--- src/rtl/bst_map.svh ---
// constants for the boundary-scan test port
`ifndef BST_MAP_SVH
`define BST_MAP_SVH
`define BST_IR_W        3
`define BST_BSR_W       109
`define BST_OE_CELL     108
`define BST_ID_W        32
`define BST_OP_EXTEST   3'h0
`define BST_OP_IDCODE   3'h1
`define BST_OP_SAMPLE_Z 3'h2
`define BST_OP_PRELOAD  3'h4
`define BST_OP_BYPASS   3'h7
`define BST_IR_CAPTURE  3'h1
`define BST_ID_VALUE    32'h1abc_d001
`define BST_RST_TMS_N   3'h5
`endif

--- src/rtl/bst_pkg.sv ---
// types for the boundary-scan test port
package bst_pkg;
   typedef enum logic [3:0] {
      BST_RESET      = 4'h0,
      BST_IDLE       = 4'h1,
      BST_SEL_DR     = 4'h2,
      BST_CAP_DR     = 4'h3,
      BST_SHIFT_DR   = 4'h4,
      BST_EXIT1_DR   = 4'h5,
      BST_PAUSE_DR   = 4'h6,
      BST_EXIT2_DR   = 4'h7,
      BST_UPD_DR     = 4'h8,
      BST_SEL_IR     = 4'h9,
      BST_CAP_IR     = 4'ha,
      BST_SHIFT_IR   = 4'hb,
      BST_EXIT1_IR   = 4'hc,
      BST_PAUSE_IR   = 4'hd,
      BST_EXIT2_IR   = 4'he,
      BST_UPD_IR     = 4'hf
   } bst_state_t;
   typedef enum logic [1:0] {
      BST_SEL_BYP = 2'h0,
      BST_SEL_ID  = 2'h1,
      BST_SEL_BSR = 2'h2
   } bst_dsel_t;
endpackage : bst_pkg

--- src/rtl/bst_tck_sync.sv ---
// test clock pin synchroniser with edge detection and pulled-up tms and tdi inputs
`timescale 1ns/100ps
`include "bst_map.svh"
module bst_tck_sync
   import bst_pkg::*;
(
   input  wire logic sys_clk,
   input  wire logic rst,
   input  wire logic tck_pin,
   input  wire logic tms_pin,
   input  wire logic tms_pin_valid,
   input  wire logic tdi_pin,
   input  wire logic tdi_pin_valid,
   output logic      tck_rise,
   output logic      tck_fall,
   output logic      tms_s,
   output logic      tdi_s
);
   logic [1:0] tck_meta;
   logic [1:0] tms_meta;
   logic [1:0] tdi_meta;
   logic [1:0] tms_ok_meta;
   logic [1:0] tdi_ok_meta;
   logic       tck_last;

   always_ff @(posedge sys_clk)
   begin
      if (rst)
      begin
         tck_meta <= 2'h0;
         tms_meta <= 2'h3;
         tdi_meta <= 2'h3;
         tms_ok_meta <= 2'h0;
         tdi_ok_meta <= 2'h0;
         tck_last <= 1'b0;
      end
      else
      begin
         tck_meta <= {tck_meta[0], tck_pin};
         tms_meta <= {tms_meta[0], tms_pin};
         tdi_meta <= {tdi_meta[0], tdi_pin};
         tms_ok_meta <= {tms_ok_meta[0], tms_pin_valid};
         tdi_ok_meta <= {tdi_ok_meta[0], tdi_pin_valid};
         tck_last <= tck_meta[1];
      end
   end

   assign tck_rise = tck_meta[1] & ~tck_last;
   assign tck_fall = ~tck_meta[1] & tck_last;
   // floating pins read as high, decided after the synchroniser
   assign tms_s    = tms_meta[1] | ~tms_ok_meta[1];
   assign tdi_s    = tdi_meta[1] | ~tdi_ok_meta[1];
endmodule : bst_tck_sync

--- src/rtl/bst_test_port.sv ---
// boundary-scan test port: controller, instruction, bypass, id and boundary registers
`timescale 1ns/100ps
`include "bst_map.svh"
module bst_test_port
   import bst_pkg::*;
(
   input  wire logic                  sys_clk,
   input  wire logic                  rst,
   input  wire logic                  tck,
   input  wire logic                  tms,
   input  wire logic                  tms_valid,
   input  wire logic                  tdi,
   input  wire logic                  tdi_valid,
   output logic                       tdo,
   output logic                       tdo_oe_n,
   input  wire logic [`BST_BSR_W-1:0] pin_ring,
   output logic [`BST_BSR_W-1:0]      preload_out,
   output logic                       extest_drive,
   output logic                       q_bus_oe_n
);
   bst_state_t              state;
   bst_state_t              next_state;
   logic                    tck_rise;
   logic                    tck_fall;
   logic                    tms_s;
   logic                    tdi_s;
   logic [`BST_IR_W-1:0]    ir_shift;
   logic [`BST_IR_W-1:0]    ir_cur;
   logic                    bypass;
   logic [`BST_ID_W-1:0]    id_shift;
   logic [`BST_BSR_W-1:0]   bsr_shift;
   logic [2:0]              tms_high_cnt;
   logic                    serial_out;
   logic                    enter_reset;
   bst_dsel_t               dsel;

   //////////////////////////////////////////////////////////////////////////////
   // pin sampling

   bst_tck_sync u_sync
   (
      .sys_clk       (sys_clk),
      .rst           (rst),
      .tck_pin       (tck),
      .tms_pin       (tms),
      .tms_pin_valid (tms_valid),
      .tdi_pin       (tdi),
      .tdi_pin_valid (tdi_valid),
      .tck_rise      (tck_rise),
      .tck_fall      (tck_fall),
      .tms_s         (tms_s),
      .tdi_s         (tdi_s)
   );

   //////////////////////////////////////////////////////////////////////////////
   // decoding

   // data register chosen by instruction, reserved codes to bypass
   function automatic bst_dsel_t decode_sel(input logic [`BST_IR_W-1:0] op);
      bst_dsel_t s;
      s = BST_SEL_BYP;
      case (op)
         `BST_OP_IDCODE:   s = BST_SEL_ID;
         `BST_OP_EXTEST,
         `BST_OP_SAMPLE_Z,
         `BST_OP_PRELOAD:  s = BST_SEL_BSR;
         default:          s = BST_SEL_BYP;
      endcase
      return s;
   endfunction : decode_sel

   assign dsel = decode_sel(ir_cur);

   //////////////////////////////////////////////////////////////////////////////
   // controller

   always_comb
   begin
      next_state = state;
      unique case (state)
         BST_RESET:    next_state = tms_s ? BST_RESET : BST_IDLE;
         BST_IDLE:     next_state = tms_s ? BST_SEL_DR : BST_IDLE;
         BST_SEL_DR:   next_state = tms_s ? BST_SEL_IR : BST_CAP_DR;
         BST_CAP_DR:   next_state = tms_s ? BST_EXIT1_DR : BST_SHIFT_DR;
         BST_SHIFT_DR: next_state = tms_s ? BST_EXIT1_DR : BST_SHIFT_DR;
         BST_EXIT1_DR: next_state = tms_s ? BST_UPD_DR : BST_PAUSE_DR;
         BST_PAUSE_DR: next_state = tms_s ? BST_EXIT2_DR : BST_PAUSE_DR;
         BST_EXIT2_DR: next_state = tms_s ? BST_UPD_DR : BST_SHIFT_DR;
         BST_UPD_DR:   next_state = tms_s ? BST_SEL_DR : BST_IDLE;
         BST_SEL_IR:   next_state = tms_s ? BST_RESET : BST_CAP_IR;
         BST_CAP_IR:   next_state = tms_s ? BST_EXIT1_IR : BST_SHIFT_IR;
         BST_SHIFT_IR: next_state = tms_s ? BST_EXIT1_IR : BST_SHIFT_IR;
         BST_EXIT1_IR: next_state = tms_s ? BST_UPD_IR : BST_PAUSE_IR;
         BST_PAUSE_IR: next_state = tms_s ? BST_EXIT2_IR : BST_PAUSE_IR;
         BST_EXIT2_IR: next_state = tms_s ? BST_UPD_IR : BST_SHIFT_IR;
         BST_UPD_IR:   next_state = tms_s ? BST_SEL_DR : BST_IDLE;
      endcase
   end

   // reset entry by the state walk or by the five-rise backstop
   assign enter_reset = (next_state == BST_RESET) ||
                        (tms_s && tms_high_cnt == `BST_RST_TMS_N - 3'h1);

   // counts rising edges with tms high as a backstop to the state walk
   always_ff @(posedge sys_clk)
   begin
      if (rst)
         tms_high_cnt <= 3'h0;
      else if (tck_rise)
         tms_high_cnt <= !tms_s ? 3'h0 :
                         (tms_high_cnt == `BST_RST_TMS_N) ? tms_high_cnt : tms_high_cnt + 3'h1;
   end

   always_ff @(posedge sys_clk)
   begin
      if (rst)
         state <= BST_RESET;
      else if (tck_rise)
      begin
         if (enter_reset)
            state <= BST_RESET;
         else
            state <= next_state;
      end
   end

   //////////////////////////////////////////////////////////////////////////////
   // instruction register

   always_ff @(posedge sys_clk)
   begin
      if (rst)
         ir_shift <= `BST_OP_IDCODE;
      else if (tck_rise)
      begin
         if (state == BST_CAP_IR)
            ir_shift <= `BST_IR_CAPTURE;
         else if (state == BST_SHIFT_IR)
            ir_shift <= {tdi_s, ir_shift[`BST_IR_W-1:1]};
      end
   end

   always_ff @(posedge sys_clk)
   begin
      if (rst)
         ir_cur <= `BST_OP_IDCODE;
      else if (tck_rise)
      begin
         if (enter_reset)
            ir_cur <= `BST_OP_IDCODE;
         else if (state == BST_UPD_IR)
            ir_cur <= ir_shift;
      end
   end

   //////////////////////////////////////////////////////////////////////////////
   // data registers

   always_ff @(posedge sys_clk)
   begin
      if (rst)
         bypass <= 1'b0;
      else if (tck_rise)
      begin
         if (state == BST_UPD_IR && decode_sel(ir_shift) == BST_SEL_BYP)
            bypass <= 1'b0;
         else if (state == BST_CAP_DR && dsel == BST_SEL_BYP)
            bypass <= 1'b0;
         else if (state == BST_SHIFT_DR && dsel == BST_SEL_BYP)
            bypass <= tdi_s;
      end
   end

   always_ff @(posedge sys_clk)
   begin
      if (rst)
         id_shift <= `BST_ID_VALUE;
      else if (tck_rise && dsel == BST_SEL_ID)
      begin
         if (state == BST_CAP_DR)
            id_shift <= `BST_ID_VALUE;
         else if (state == BST_SHIFT_DR)
            id_shift <= {tdi_s, id_shift[`BST_ID_W-1:1]};
      end
   end

   // spare cells for absent pins sit in pin_ring and read as sampled
   always_ff @(posedge sys_clk)
   begin
      if (rst)
         bsr_shift <= '0;
      else if (tck_rise && dsel == BST_SEL_BSR)
      begin
         if (state == BST_CAP_DR)
            bsr_shift <= pin_ring;
         else if (state == BST_SHIFT_DR)
            bsr_shift <= {tdi_s, bsr_shift[`BST_BSR_W-1:1]};
      end
   end

   always_ff @(posedge sys_clk)
   begin
      if (rst)
         preload_out <= '0;
      else if (tck_rise)
      begin
         if (enter_reset)
            preload_out[`BST_OE_CELL] <= 1'b0;
         else if (state == BST_UPD_DR && dsel == BST_SEL_BSR)
            preload_out <= bsr_shift;
      end
   end

   //////////////////////////////////////////////////////////////////////////////
   // output drive control

   always_ff @(posedge sys_clk)
   begin
      if (rst)
      begin
         extest_drive <= 1'b0;
         q_bus_oe_n   <= 1'b0;
      end
      else
      begin
         extest_drive <= (ir_cur == `BST_OP_EXTEST);
         if (ir_cur == `BST_OP_SAMPLE_Z)
            q_bus_oe_n <= 1'b1;
         else if (ir_cur == `BST_OP_EXTEST)
            q_bus_oe_n <= ~preload_out[`BST_OE_CELL];
         else
            q_bus_oe_n <= 1'b0;
      end
   end

   //////////////////////////////////////////////////////////////////////////////
   // serial out on falling edge

   always_comb
   begin
      serial_out = bypass;
      if (state == BST_SHIFT_IR)
         serial_out = ir_shift[0];
      else
         unique case (dsel)
            BST_SEL_ID:  serial_out = id_shift[0];
            BST_SEL_BSR: serial_out = bsr_shift[0];
            BST_SEL_BYP: serial_out = bypass;
            default:     serial_out = bypass;
         endcase
   end

   always_ff @(posedge sys_clk)
   begin
      if (rst)
      begin
         tdo      <= 1'b0;
         tdo_oe_n <= 1'b1;
      end
      else if (tck_fall)
      begin
         tdo      <= serial_out;
         tdo_oe_n <= !(state == BST_SHIFT_DR || state == BST_SHIFT_IR);
      end
   end
endmodule : bst_test_port

--- config.mk ---
export PLATFORM = sky130hd
export DESIGN_NAME = bst_test_port
export DESIGN_NICKNAME = d
export VERILOG_FILES = /design/src/rtl/bst_pkg.sv /design/src/rtl/bst_tck_sync.sv /design/src/rtl/bst_test_port.sv
export VERILOG_INCLUDE_DIRS = /design/src /design/src/rtl
export SDC_FILE = /design/constraint.sdc
export NUM_CORES = 1
export LEC_CHECK = 0
export ABC_AREA = 0
export BUFFER_PORTS_ARGS = -buffer_cell sky130_fd_sc_hd__buf_2
export CELL_PAD_IN_SITES_DETAIL_PLACEMENT = 1
export CELL_PAD_IN_SITES_GLOBAL_PLACEMENT = 1
export CORE_MARGIN = 2
export CORE_UTILIZATION = 42
export CTS_CLUSTER_DIAMETER = 120
export DETAILED_ROUTE_END_ITERATION = 7
export HOLD_SLACK_MARGIN = 0.15
export PLACE_DENSITY_LB_ADDON = 0.1
export SLEW_MARGIN = 20
export SYNTH_ARGS = -nofsm -noshare
export SYNTH_HDL_FRONTEND = slang
export SYNTH_SLANG_ARGS = --single-unit
--- constraint.sdc ---
create_clock -name sys_clk -period 2.17 [get_ports sys_clk]
set_input_delay 0.1085 -clock sys_clk [delete_from_list [all_inputs] [get_ports sys_clk]]
set_output_delay 0.1085 -clock sys_clk [all_outputs]
set_load 0.005 [all_outputs]
# Word-level counts from Yosys, hierarchy flattened
# Index checks and enable logic that the tools add are counted.
dict set report totals {
  register_bits 279
  inputBits 116
  word_cells 127
}
dict set report classes {
  n_addsub 1
  n_eq_ne 26
  mux 37
  n_bitwise 10
  n_reduce_logical 34
}
# operator n
set ops {}
lappend ops {{$mux 109} 3}
lappend ops {{$mux 32} 2}
lappend ops {{$pmux 4 s12} 1}
lappend ops {{$eq 4x4->1 const B} 8}
lappend ops {{$mux 3} 8}
lappend ops {{$mux 4} 5}
lappend ops {{$eq 4x3->1 const B} 4}
lappend ops {{$reduce_and 2->1} 7}
lappend ops {{$eq 3x3->1 const B} 4}
lappend ops {{$mux 1} 10}
lappend ops {{$mux 2} 5}
lappend ops {{$reduce_or 3->1} 3}
lappend ops {{$eq 4x2->1 const B} 2}
lappend ops {{$logic_not 4->1} 2}
lappend ops {{$pmux 2 s2} 2}
lappend ops {{$reduce_bool 2->1} 4}
lappend ops {{$logic_and 1x1->1} 7}
lappend ops {{$eq 3x1->1 const B} 2}
lappend ops {{$eq 3x2->1 const B} 2}
lappend ops {{$logic_not 3->1} 2}
lappend ops {{$not 1->1} 6}
lappend ops {{$eq 4x1->1 const B} 1}
lappend ops {{$logic_not 2->1} 2}
lappend ops {{$reduce_or 2->1} 2}
lappend ops {{11 further kinds} 14}

# Depth between registers and ports, before layout
# Gate-level depths: netlist of the first run.
dict set report logic_depth {
  depth_word 9
  mapped_depth 9
}

# Cells and area by module
# Synthesis of the first run repeated with hierarchy kept, for this count alone.
dict set report hier_totals {
  hier_cells 1275
  area_unflattened_um2 11782.6
}
# module n_inst cells_per_inst area_each_um2 seq_area_each_um2
set modules_own_cells {}
lappend modules_own_cells {bst_test_port 1 1248 11457.2 5365.1}
lappend modules_own_cells {bst_tck_sync 1 27 325.3 220.2}

# Worst setup path after synthesis of the first run
# OpenSTA, ideal clock, no wires.
dict set report synth_timing {
  path_type {reg-to-reg}
  startpoint {reg tms_high_cnt[0]}
  endpoint {reg preload_out[100]}
  arrival_time_ps 1758
  t_required_ps 2098
  setup_slack_ps 341
  path_stages_with_launch 9
  n_path_buf 3
  period_less_slack_ps 1829
  cell_sequence {dfxtp_1 inv_1 ha_1 a22o_1 a211oi_1 buf_4 buf_6 buf_6 mux2i_1}
}
dict set report synth_via {
  elab_chain_cells 5
}
# item line_no
set synth_rtl {}
lappend synth_rtl {{start, declared} bst_test_port.sv:32} ;# logic [2:0] tms_high_cnt;
lappend synth_rtl {{start signal, assigned} bst_test_port.sv:110} ;# tms_high_cnt <= !tms_s ? 3'h0 :
lappend synth_rtl {{$eq 3x3->1} bst_test_port.sv:102} ;# (tms_s && tms_high_cnt == `BST_RST_TMS_N - 3'h1);
lappend synth_rtl {{$logic_and 1x1->1} bst_test_port.sv:102}
lappend synth_rtl {{$logic_or 1x1->1} bst_test_port.sv:101} ;# assign enter_reset = (next_state == BST_RESET) ||
lappend synth_rtl {{$not 1->1 (no line)} n/a}
lappend synth_rtl {{$reduce_and 3->1 (no line)} n/a}
lappend synth_rtl {{end signal, assigned} bst_test_port.sv:210} ;# preload_out <= bsr_shift;
lappend synth_rtl {{end, declared} bst_test_port.sv:17} ;# output logic [`BST_BSR_W-1:0] preload_out,
# No other way between the ends.
# A chain may end at the register's enable or synchronous reset.

# Final worst setup path of the first run
dict set report layout_timing {
  startpoint {reg tms_high_cnt[0]}
  endpoint {reg preload_out[101]}
}
# Same word-level chain as after synthesis.

==> results.md, run 1 <==
* TNS Setup at 0 ns
* Die extent in x at 174 um
* P_leak at 5.76 nW
* CTS tree: built
* Critical Path Start Type: register
* Synth Flop Type: dfxtp_1
* Critical path buffer and inverter count at 3
* Routability congestion estimate at 0.800
* Global-route wire length before repair at 58.8 mm
* Pwr dens at 706 nW/um^2
* Number of clock sinks at 279
* IO Count at 229
* Drt total wl at 36.8 mm
* Post-route cell area at 16300 um^2
* Crit. Startpoint: tms_high_cnt[0]
* Status: finished clean
* H-tree depth at 2
* Wire length per cell at 17.4 um
* RSZ-0062 raised after global routing: false
* Hold Fails Final Rpt at 0
* Comb pwr share at 4.4%
* Slew Limit Fails at 0
* Post-DP HPWL at 21.8 mm
* Placed Area at 13800 um^2
* Vias in the first global route at 11300
* Top-area cell type share of the netlist area at 46.0%
* Total number of vias at 11100
* Reg2reg start: tms_high_cnt[0]
* Crit-path max cell delay at 0.38 ns
* Pin count of the biggest net entering global routing at 119
* P&R area growth vs syn at 33.9%
* Ratio of cells with drive above 1 in the final layout at 19.9%
* Final clock period utilization by the worst path at 95.2%
* Floorplan row count at 62
* Worst path required time at 2.60 ns
* GR Overflow Total at 0
* Sequential Power Share at 44.8%
* Mapped Cells at 1400
* Synth async-reset ratio at 0%
* Max Fclk at 484 MHz
* DRC at 0
* Maximum vdd ir drop at 624 uV
* Clk_skew at 0.0154 ns
* Sw Pwr at 2.36 mW
* DRT antenna net count at 0
* HP Class: input port to register
* Final period demand of the worst path at 2.07 ns
* Critical path type: register to register
* DIE HEIGHT at 174 um
* Drt pass-1 iters at 5
* Worst path arrival time at 2.49 ns
* Mapped Area at 12200 um^2
* Switching part of the total power at 20.5%
* Later-pin clock latency in the skew report at 0.50 ns
* Syn nets at 1522
* Cell-internal power at 9.13 mW
* Max-Cap Viols at 0
* Worst Hold Launch: tdi
* DR vias/cell at 5.22
* YS warnings at 0
* Post-synthesis register bit count at 279
* Crit-path cells: inv_1 -> ha_1 -> a22o_1 -> a211oi_4 -> buf_12 -> buf_16 -> mux2i_1
* Pwr Total at 11.5 mW
* Post-synth top area cell: dfxtp_1
* Clk pin slew, worst setup/hold paths at 0.06 ns
* CP max stage cell: dfxtp_1
* CP delay by family, top: compound AO/OA/AOI/OAI gates
* Relative slew slack at 53.9%
* CORE AREA at 28600 um^2
* FILL cells at 3337
* Inst Count DP at 1925
* Die ar. at 30300 um^2
* Number of library cell types mapped by synthesis at 51
* Nets at 1826
* Maximum fanout along the worst path at 23
* Synth top area cells: dfxtp_1, nand2b_1, mux2i_1
* Layout Cells excl Fill at 2117
* Iter 0 DRT Violations at 583
* Syn avg cell area at 8.68 um^2
* Clock buffer depth at 3
* Initial antenna violation count at 7
* Number of synthesized flops with an enable pin at 0
* Aggregate global-route resource usage at 23.5%
* PortBufs at 228
* CP Capture Type: register
* Clock power share at 50.8%
* Sequential-to-total area share from yosys stat at 46.0%
* Final setup violation count at 0
* Core Util, Final at 56.9%
* Starting Density at 42.5%
* Tightest Pin Transition at 0.692 ns
* Total CTS buffers at 34
* Clock root cell: clkbuf_16
cells by family (layout without fill, tap and decap cells):
kind of cell	count (synthesis)	count (layout)	share of synthesized area [%]
buf+inv	132	458	4.86
flops	279	279	46.0
simple gates	680	680	27.0
fa+ha+maj	7	7	0.700
other cells	0	7	0
compound gates	191	191	12.4
mux	109	109	8.98
xor+xnor	2	2	0.144
path summary, 6_finish.rpt:
path	cells after the start	slack, ns	to
max	7	0.10	preload_out[101]
min reg2reg	1	0.41	u_sync.tdi_meta[1]
min	3	0.33	u_sync.tdi_meta[0]
max reg2reg	7	0.10	preload_out[101]
tightest hold or removal path, cell delays in order:
cell,delay (ns)
dlygate4sd3_1,0.52
buf_2,0.09
or2_2,0.09
cells in the final DEF, fill, tap and decap left out, drive strengths merged, types with 3 or more instances in the layout:
master	count
a2111oi	3
a211oi	5
a21oi	32
a22oi	3
a311oi	108
buf	273
clkbuf	53
clkinv	4
dfxtp	279
diode	7
dlygate4sd3	118
ha	6
inv	8
mux2i	109
nand2	251
nand2b	222
nand3	20
nand3b	7
nor2	131
nor2b	12
nor3	18
o21ai	6
o21bai	13
o32ai	3
or2	4
or3	5
cells in the mapped netlist (4+ instances only):
| cell | instances |
|---|---|
| o21bai_1 | 13 |
| a311oi_1 | 108 |
| a21oi_1 | 32 |
| nand3_1 | 20 |
| inv_1 | 7 |
| nand2b_1 | 222 |
| nand2_1 | 251 |
| mux2i_1 | 109 |
| ha_1 | 6 |
| nor2b_1 | 12 |
| nand3b_1 | 7 |
| or2_2 | 4 |
| o21ai_0 | 6 |
| or3_1 | 5 |
| clkbuf_1 | 78 |
| buf_2 | 31 |
| nor2_1 | 130 |
| dfxtp_1 | 279 |
| nor3_1 | 18 |
| a211oi_1 | 5 |
| buf_4 | 9 |
routing by layer:
metal  share of wire (%)  GRT usage (%)  vias up
met2                  48           40.4      238
li1                    -              -     5402
met1                  45           30.1     5343
met5                   0              0        -
met4                 2.8           8.05        0
met3                 4.0           3.78       73
what timing repair did:
action | in CTS | in global routing
gates resized for setup | 0 | 5
hold buffers | 118 | 0
pin swaps | 0 | 2
cloned | 0 | 1
endpoints found under the setup margin | 2 | 91
hold endpoints to repair | 137 | 0
setup buffers | 3 | 5
stage by stage:
stage	hold slack (ns)	setup slack [ns]
6_report	0.334	0.103
5_1_grt	0.356	0.0106
4_1_cts	0.308	0.0298
3_5_place_dp	0.297	0.0472
3_3_place_gp	0.292	0.172
2_1_floorplan	0.212	0.341
power groups by stage:
| stage | combinational (mW) | sequential (mW) | clock (mW) |
|---|---|---|---|
| 6_report | 0.505 | 5.14 | 5.84 |
| 3_3_place_gp | 0.326 | 5.25 | 0 |
| 4_1_cts | 0.494 | 5.14 | 5.97 |
| 5_1_grt | 0.538 | 5.14 | 6.20 |
| 3_5_place_dp | 0.323 | 5.25 | 0 |
| 2_1_floorplan | 0.166 | 5.25 | 0 |
area by class of cell:
cell class / instances / area [um^2] / area share [%]
multi-input cells: 989 / 6030 / 37.1
flip-flops and latches: 279 / 5590 / 34.3
repair buffers: 392 / 2960 / 18.2
clock buffers: 52 / 1090 / 6.71
well taps: 384 / 480 / 2.95
clock inverters: 6 / 80.1 / 0.492
inverters: 8 / 30.0 / 0.184
diodes: 7 / 17.5 / 0.108
state kept, by name, indices dropped and copies added (netlist names):
signal and count:
bsr_shift 109, bypass 1, extest_drive 1, id_shift 32, ir_cur 3, ir_shift 3, preload_out 109, q_bus_oe_n 1
state 4, tdo 1, tdo_oe_n 1, tms_high_cnt 3, u_sync.tck_last 1, u_sync.tck_meta 2, u_sync.tdi_meta 2, u_sync.tdi_ok_meta 2
u_sync.tms_meta 2, u_sync.tms_ok_meta 2
Power figures use the tool's default switching activity.
==> inputs of run 2 (changes only) <==
--- a/config.mk
+++ b/config.mk
@@ -11,7 +11,7 @@
 export CELL_PAD_IN_SITES_DETAIL_PLACEMENT = 1
 export CELL_PAD_IN_SITES_GLOBAL_PLACEMENT = 1
 export CORE_MARGIN = 2
-export CORE_UTILIZATION = 42
+export CORE_UTILIZATION = 45
 export CTS_CLUSTER_DIAMETER = 120
 export DETAILED_ROUTE_END_ITERATION = 7
 export HOLD_SLACK_MARGIN = 0.15
==> constraint.sdc (replaced) <==
create_clock -name sys_clk -period 2.6 [get_ports sys_clk]
set_input_delay 0.13 -clock sys_clk [delete_from_list [all_inputs] [get_ports sys_clk]]
set_output_delay 0.13 -clock sys_clk [all_outputs]
set_load 0.005 [all_outputs]
==> run 2 against run 1 <==
Effect of this change:
- global-route usage increased by 1.7 points
- core utilization increased by 2.3 points
- worst setup slack improved by 0.22 ns
- total power decreased by 21%
- cell count decreased by 3.1%
- die area decreased by 6.5%
- sequential cell count unchanged
- worst hold slack got worse by 0.018 ns
- sequential power decreased by 17%
- first-iteration DRC count increased by 7.7%
- critical path depth decreased by 1
- wire length increased by 0.40%
- critical path type unchanged
- largest power group unchanged
==> results.md, run 2 (synthesis gave the netlist of run 1 again) <==
* Iter 0 DRT Violations at 628 (was 583)
* Sequential Power Share at 47.0% (was 44.8%)
* Hold slack at 0.316 ns (was 0.334 ns)
* Number of clock sinks at 279 (unchanged)
* DR vias/cell at 5.36 (was 5.22)
* HP Class: input port to register (unchanged)
* Ratio of cells with drive above 1 in the final layout at 18.6% (was 19.9%)
* Worst Hold Launch: tms (was tdi)
* Critical Path Start Type: register (unchanged)
* Multi-input gate area at 6030 um^2 (about the same)
* Total number of vias at 11000 (was 11100)
* Status: finished clean (unchanged)
* Clk_skew at 0.0116 ns (was 0.0154 ns)
* P&R area growth vs syn at 30.2% (was 33.9%)
* H-tree depth at 1 (was 2)
* Max Fclk at 440 MHz (was 484 MHz)
* Comb pwr share at 4.6% (was 4.4%)
* Maximum vdd ir drop at 490 uV (was 624 uV)
* Reg2reg start: state[3] (was tms_high_cnt[0])
* Starting Density at 45.5% (was 42.5%)
* Total CTS buffers at 31 (was 34)
* Cell-internal power at 7.19 mW (was 9.13 mW)
* Relative slew slack at 48.7% (was 53.9%)
* Final clock period utilization by the worst path at 87.5% (was 95.2%)
* Drt pass-1 iters at 5 (unchanged)
* P_leak at 5.57 nW (was 5.76 nW)
* Clk pin slew, worst setup/hold paths at 0.06 ns (about the same)
* Slew Limit Fails at 0 (unchanged)
* Critical path type: register to register (unchanged)
* IO Count at 229 (unchanged)
* Pin count of the biggest net entering global routing at 145 (was 119)
* Global-route wire length before repair at 59.1 mm (was 58.8 mm)
* Inst Count DP at 1876 (was 1925)
* Initial antenna violation count at 0 (was 7)
* Most frequent cells in the layout: dfxtp_1, nand2_1, buf_2, nand2b_1, nor2_1 (unchanged)
* Clock root cell: clkbuf_16 (unchanged)
* Most common cell after layout, fill and taps aside: dfxtp_1 (unchanged)
* PortBufs at 228 (unchanged)
* Die ar. at 28300 um^2 (was 30300 um^2)
* Clock power share at 48.4% (was 50.8%)
* DRT antenna net count at 0 (unchanged)
* Switching part of the total power at 21.1% (was 20.5%)
* DIE HEIGHT at 168 um (was 174 um)
* Largest registers: bsr_shift (109), preload_out (109), id_shift (32) (unchanged)
* Die extent in x at 168 um (was 174 um)
* Floorplan row count at 60 (was 62)
* Pwr dens at 576 nW/um^2 (was 706 nW/um^2)
* Crit. Startpoint: state[3] (was tms_high_cnt[0])
* CP Capture Type: register (unchanged)
* Worst path required time at 3.07 ns (was 2.60 ns)
* Setup WS pre-CTS at 0.384 ns (was 0.0472 ns)
* RSZ-0062 raised after global routing: false (unchanged)
* Tightest Pin Transition at 0.770 ns (was 0.692 ns)
* FILL cells at 3108 (was 3337)
* Drt total wl at 36.9 mm (was 36.8 mm)
* Sw Pwr at 1.93 mW (was 2.36 mW)
* Final setup violation count at 0 (unchanged)
* Later-pin clock latency in the skew report at 0.55 ns (was 0.50 ns)
* Clock buffer depth at 3 (unchanged)
* DRC at 0 (unchanged)
* CORE AREA at 26700 um^2 (was 28600 um^2)
* Wire length per cell at 18.0 um (was 17.4 um)
* Worst path arrival time at 2.74 ns (was 2.49 ns)
* Maximum fanout along the worst path at 16 (was 23)
* PnR worst setup slack at 0.326 ns (was 0.103 ns)
* Reg area at 5590 um^2 (about the same)
* Post-cts resize count at 0 (unchanged)
* Post-DP HPWL at 21.4 mm (was 21.8 mm)
* CTS tree: built (unchanged)
* Routability congestion estimate at 0.801 (was 0.800)
* Hold Fails Final Rpt at 0 (unchanged)
* Max-Cap Viols at 0 (unchanged)
* Layout Cells excl Fill at 2051 (was 2117)
* Aggregate global-route resource usage at 25.3% (was 23.5%)
* Final period demand of the worst path at 2.27 ns (was 2.07 ns)
* Vias in the first global route at 11400 (was 11300)
* TNS Setup at 0 ns (unchanged)
* GR Overflow Total at 0 (unchanged)
* Nets at 1808 (was 1826)
[run 2: cell types whose count changed in the layout (fill, tap and decap cells not counted), sizes merged]
cell      before  now
buf          273  259
clkbuf        53   46
bufinv         2    3
clkinvlp       0    1
inv            8    9
diode          7    2
[run 2: stage by stage]
stage	instance area [um^2]	total power, mW	utilization (%)
after global placement	13600	4.65	50.9
after global routing	15800	9.42	59.2
after CTS	15800	9.20	59.2
final	15800	9.12	59.2
after detailed placement	13600	4.65	50.9
after floorplan	12200	4.52	-
[run 2: critical path: stages, from the launching register on]
cell and delay, ns:
dfxtp_1 0.67, xnor2_1 0.17, a22o_1 0.26, a211oi_4 0.25
buf_4 0.23, buf_4 0.33, mux2i_1 0.27
[run 2: cell type report]
cell class	instances	share of cell area (%)
Antenna cell	2	0.0316
Multi-Input combinational cell	989	38.1
Tap cell	341	2.70
Timing Repair Buffer	377	17.2
Inverter	8	0.190
Clock inverter	9	0.799
Sequential cell	279	35.3
Clock buffer	46	5.64
[run 2: power by group through the flow]
stage / sequential (mW) / clock, mW / combinational (mW)
after detailed placement: 4.38 / 0 / 0.268
after global placement: 4.38 / 0 / 0.268
after global routing: 4.29 / 4.69 / 0.445
final: 4.29 / 4.41 / 0.417
after CTS: 4.29 / 4.51 / 0.408
after floorplan: 4.38 / 0 / 0.138
[run 2: worst paths after layout]
| check | endpoint | cells past startpoint | slack [ns] |
|---|---|---|---|
| max reg2reg | preload_out[81] | 6 | 0.33 |
| max | preload_out[81] | 6 | 0.33 |
| min | u_sync.tms_meta[0] | 3 | 0.32 |
| min reg2reg | u_sync.tms_meta[1] | 1 | 0.43 |
[run 2: per-layer routing]
metal | GRT usage [%] | wire length [um] | vias up | part of all wire (%)
met5 | 0 | 0 | - | 0
met4 | 7.38 | 875 | 0 | 2.4
met3 | 3.67 | 1560 | 67 | 4.2
met2 | 44.5 | 18200 | 237 | 49
met1 | 32.1 | 16200 | 5361 | 44
li1 | - | - | 5326 | -
[run 2: timing repair]
item / CTS / global route
hold buffers: 118 / 0
hold endpoints to repair: 135 / 0
setup buffers: 0 / 0
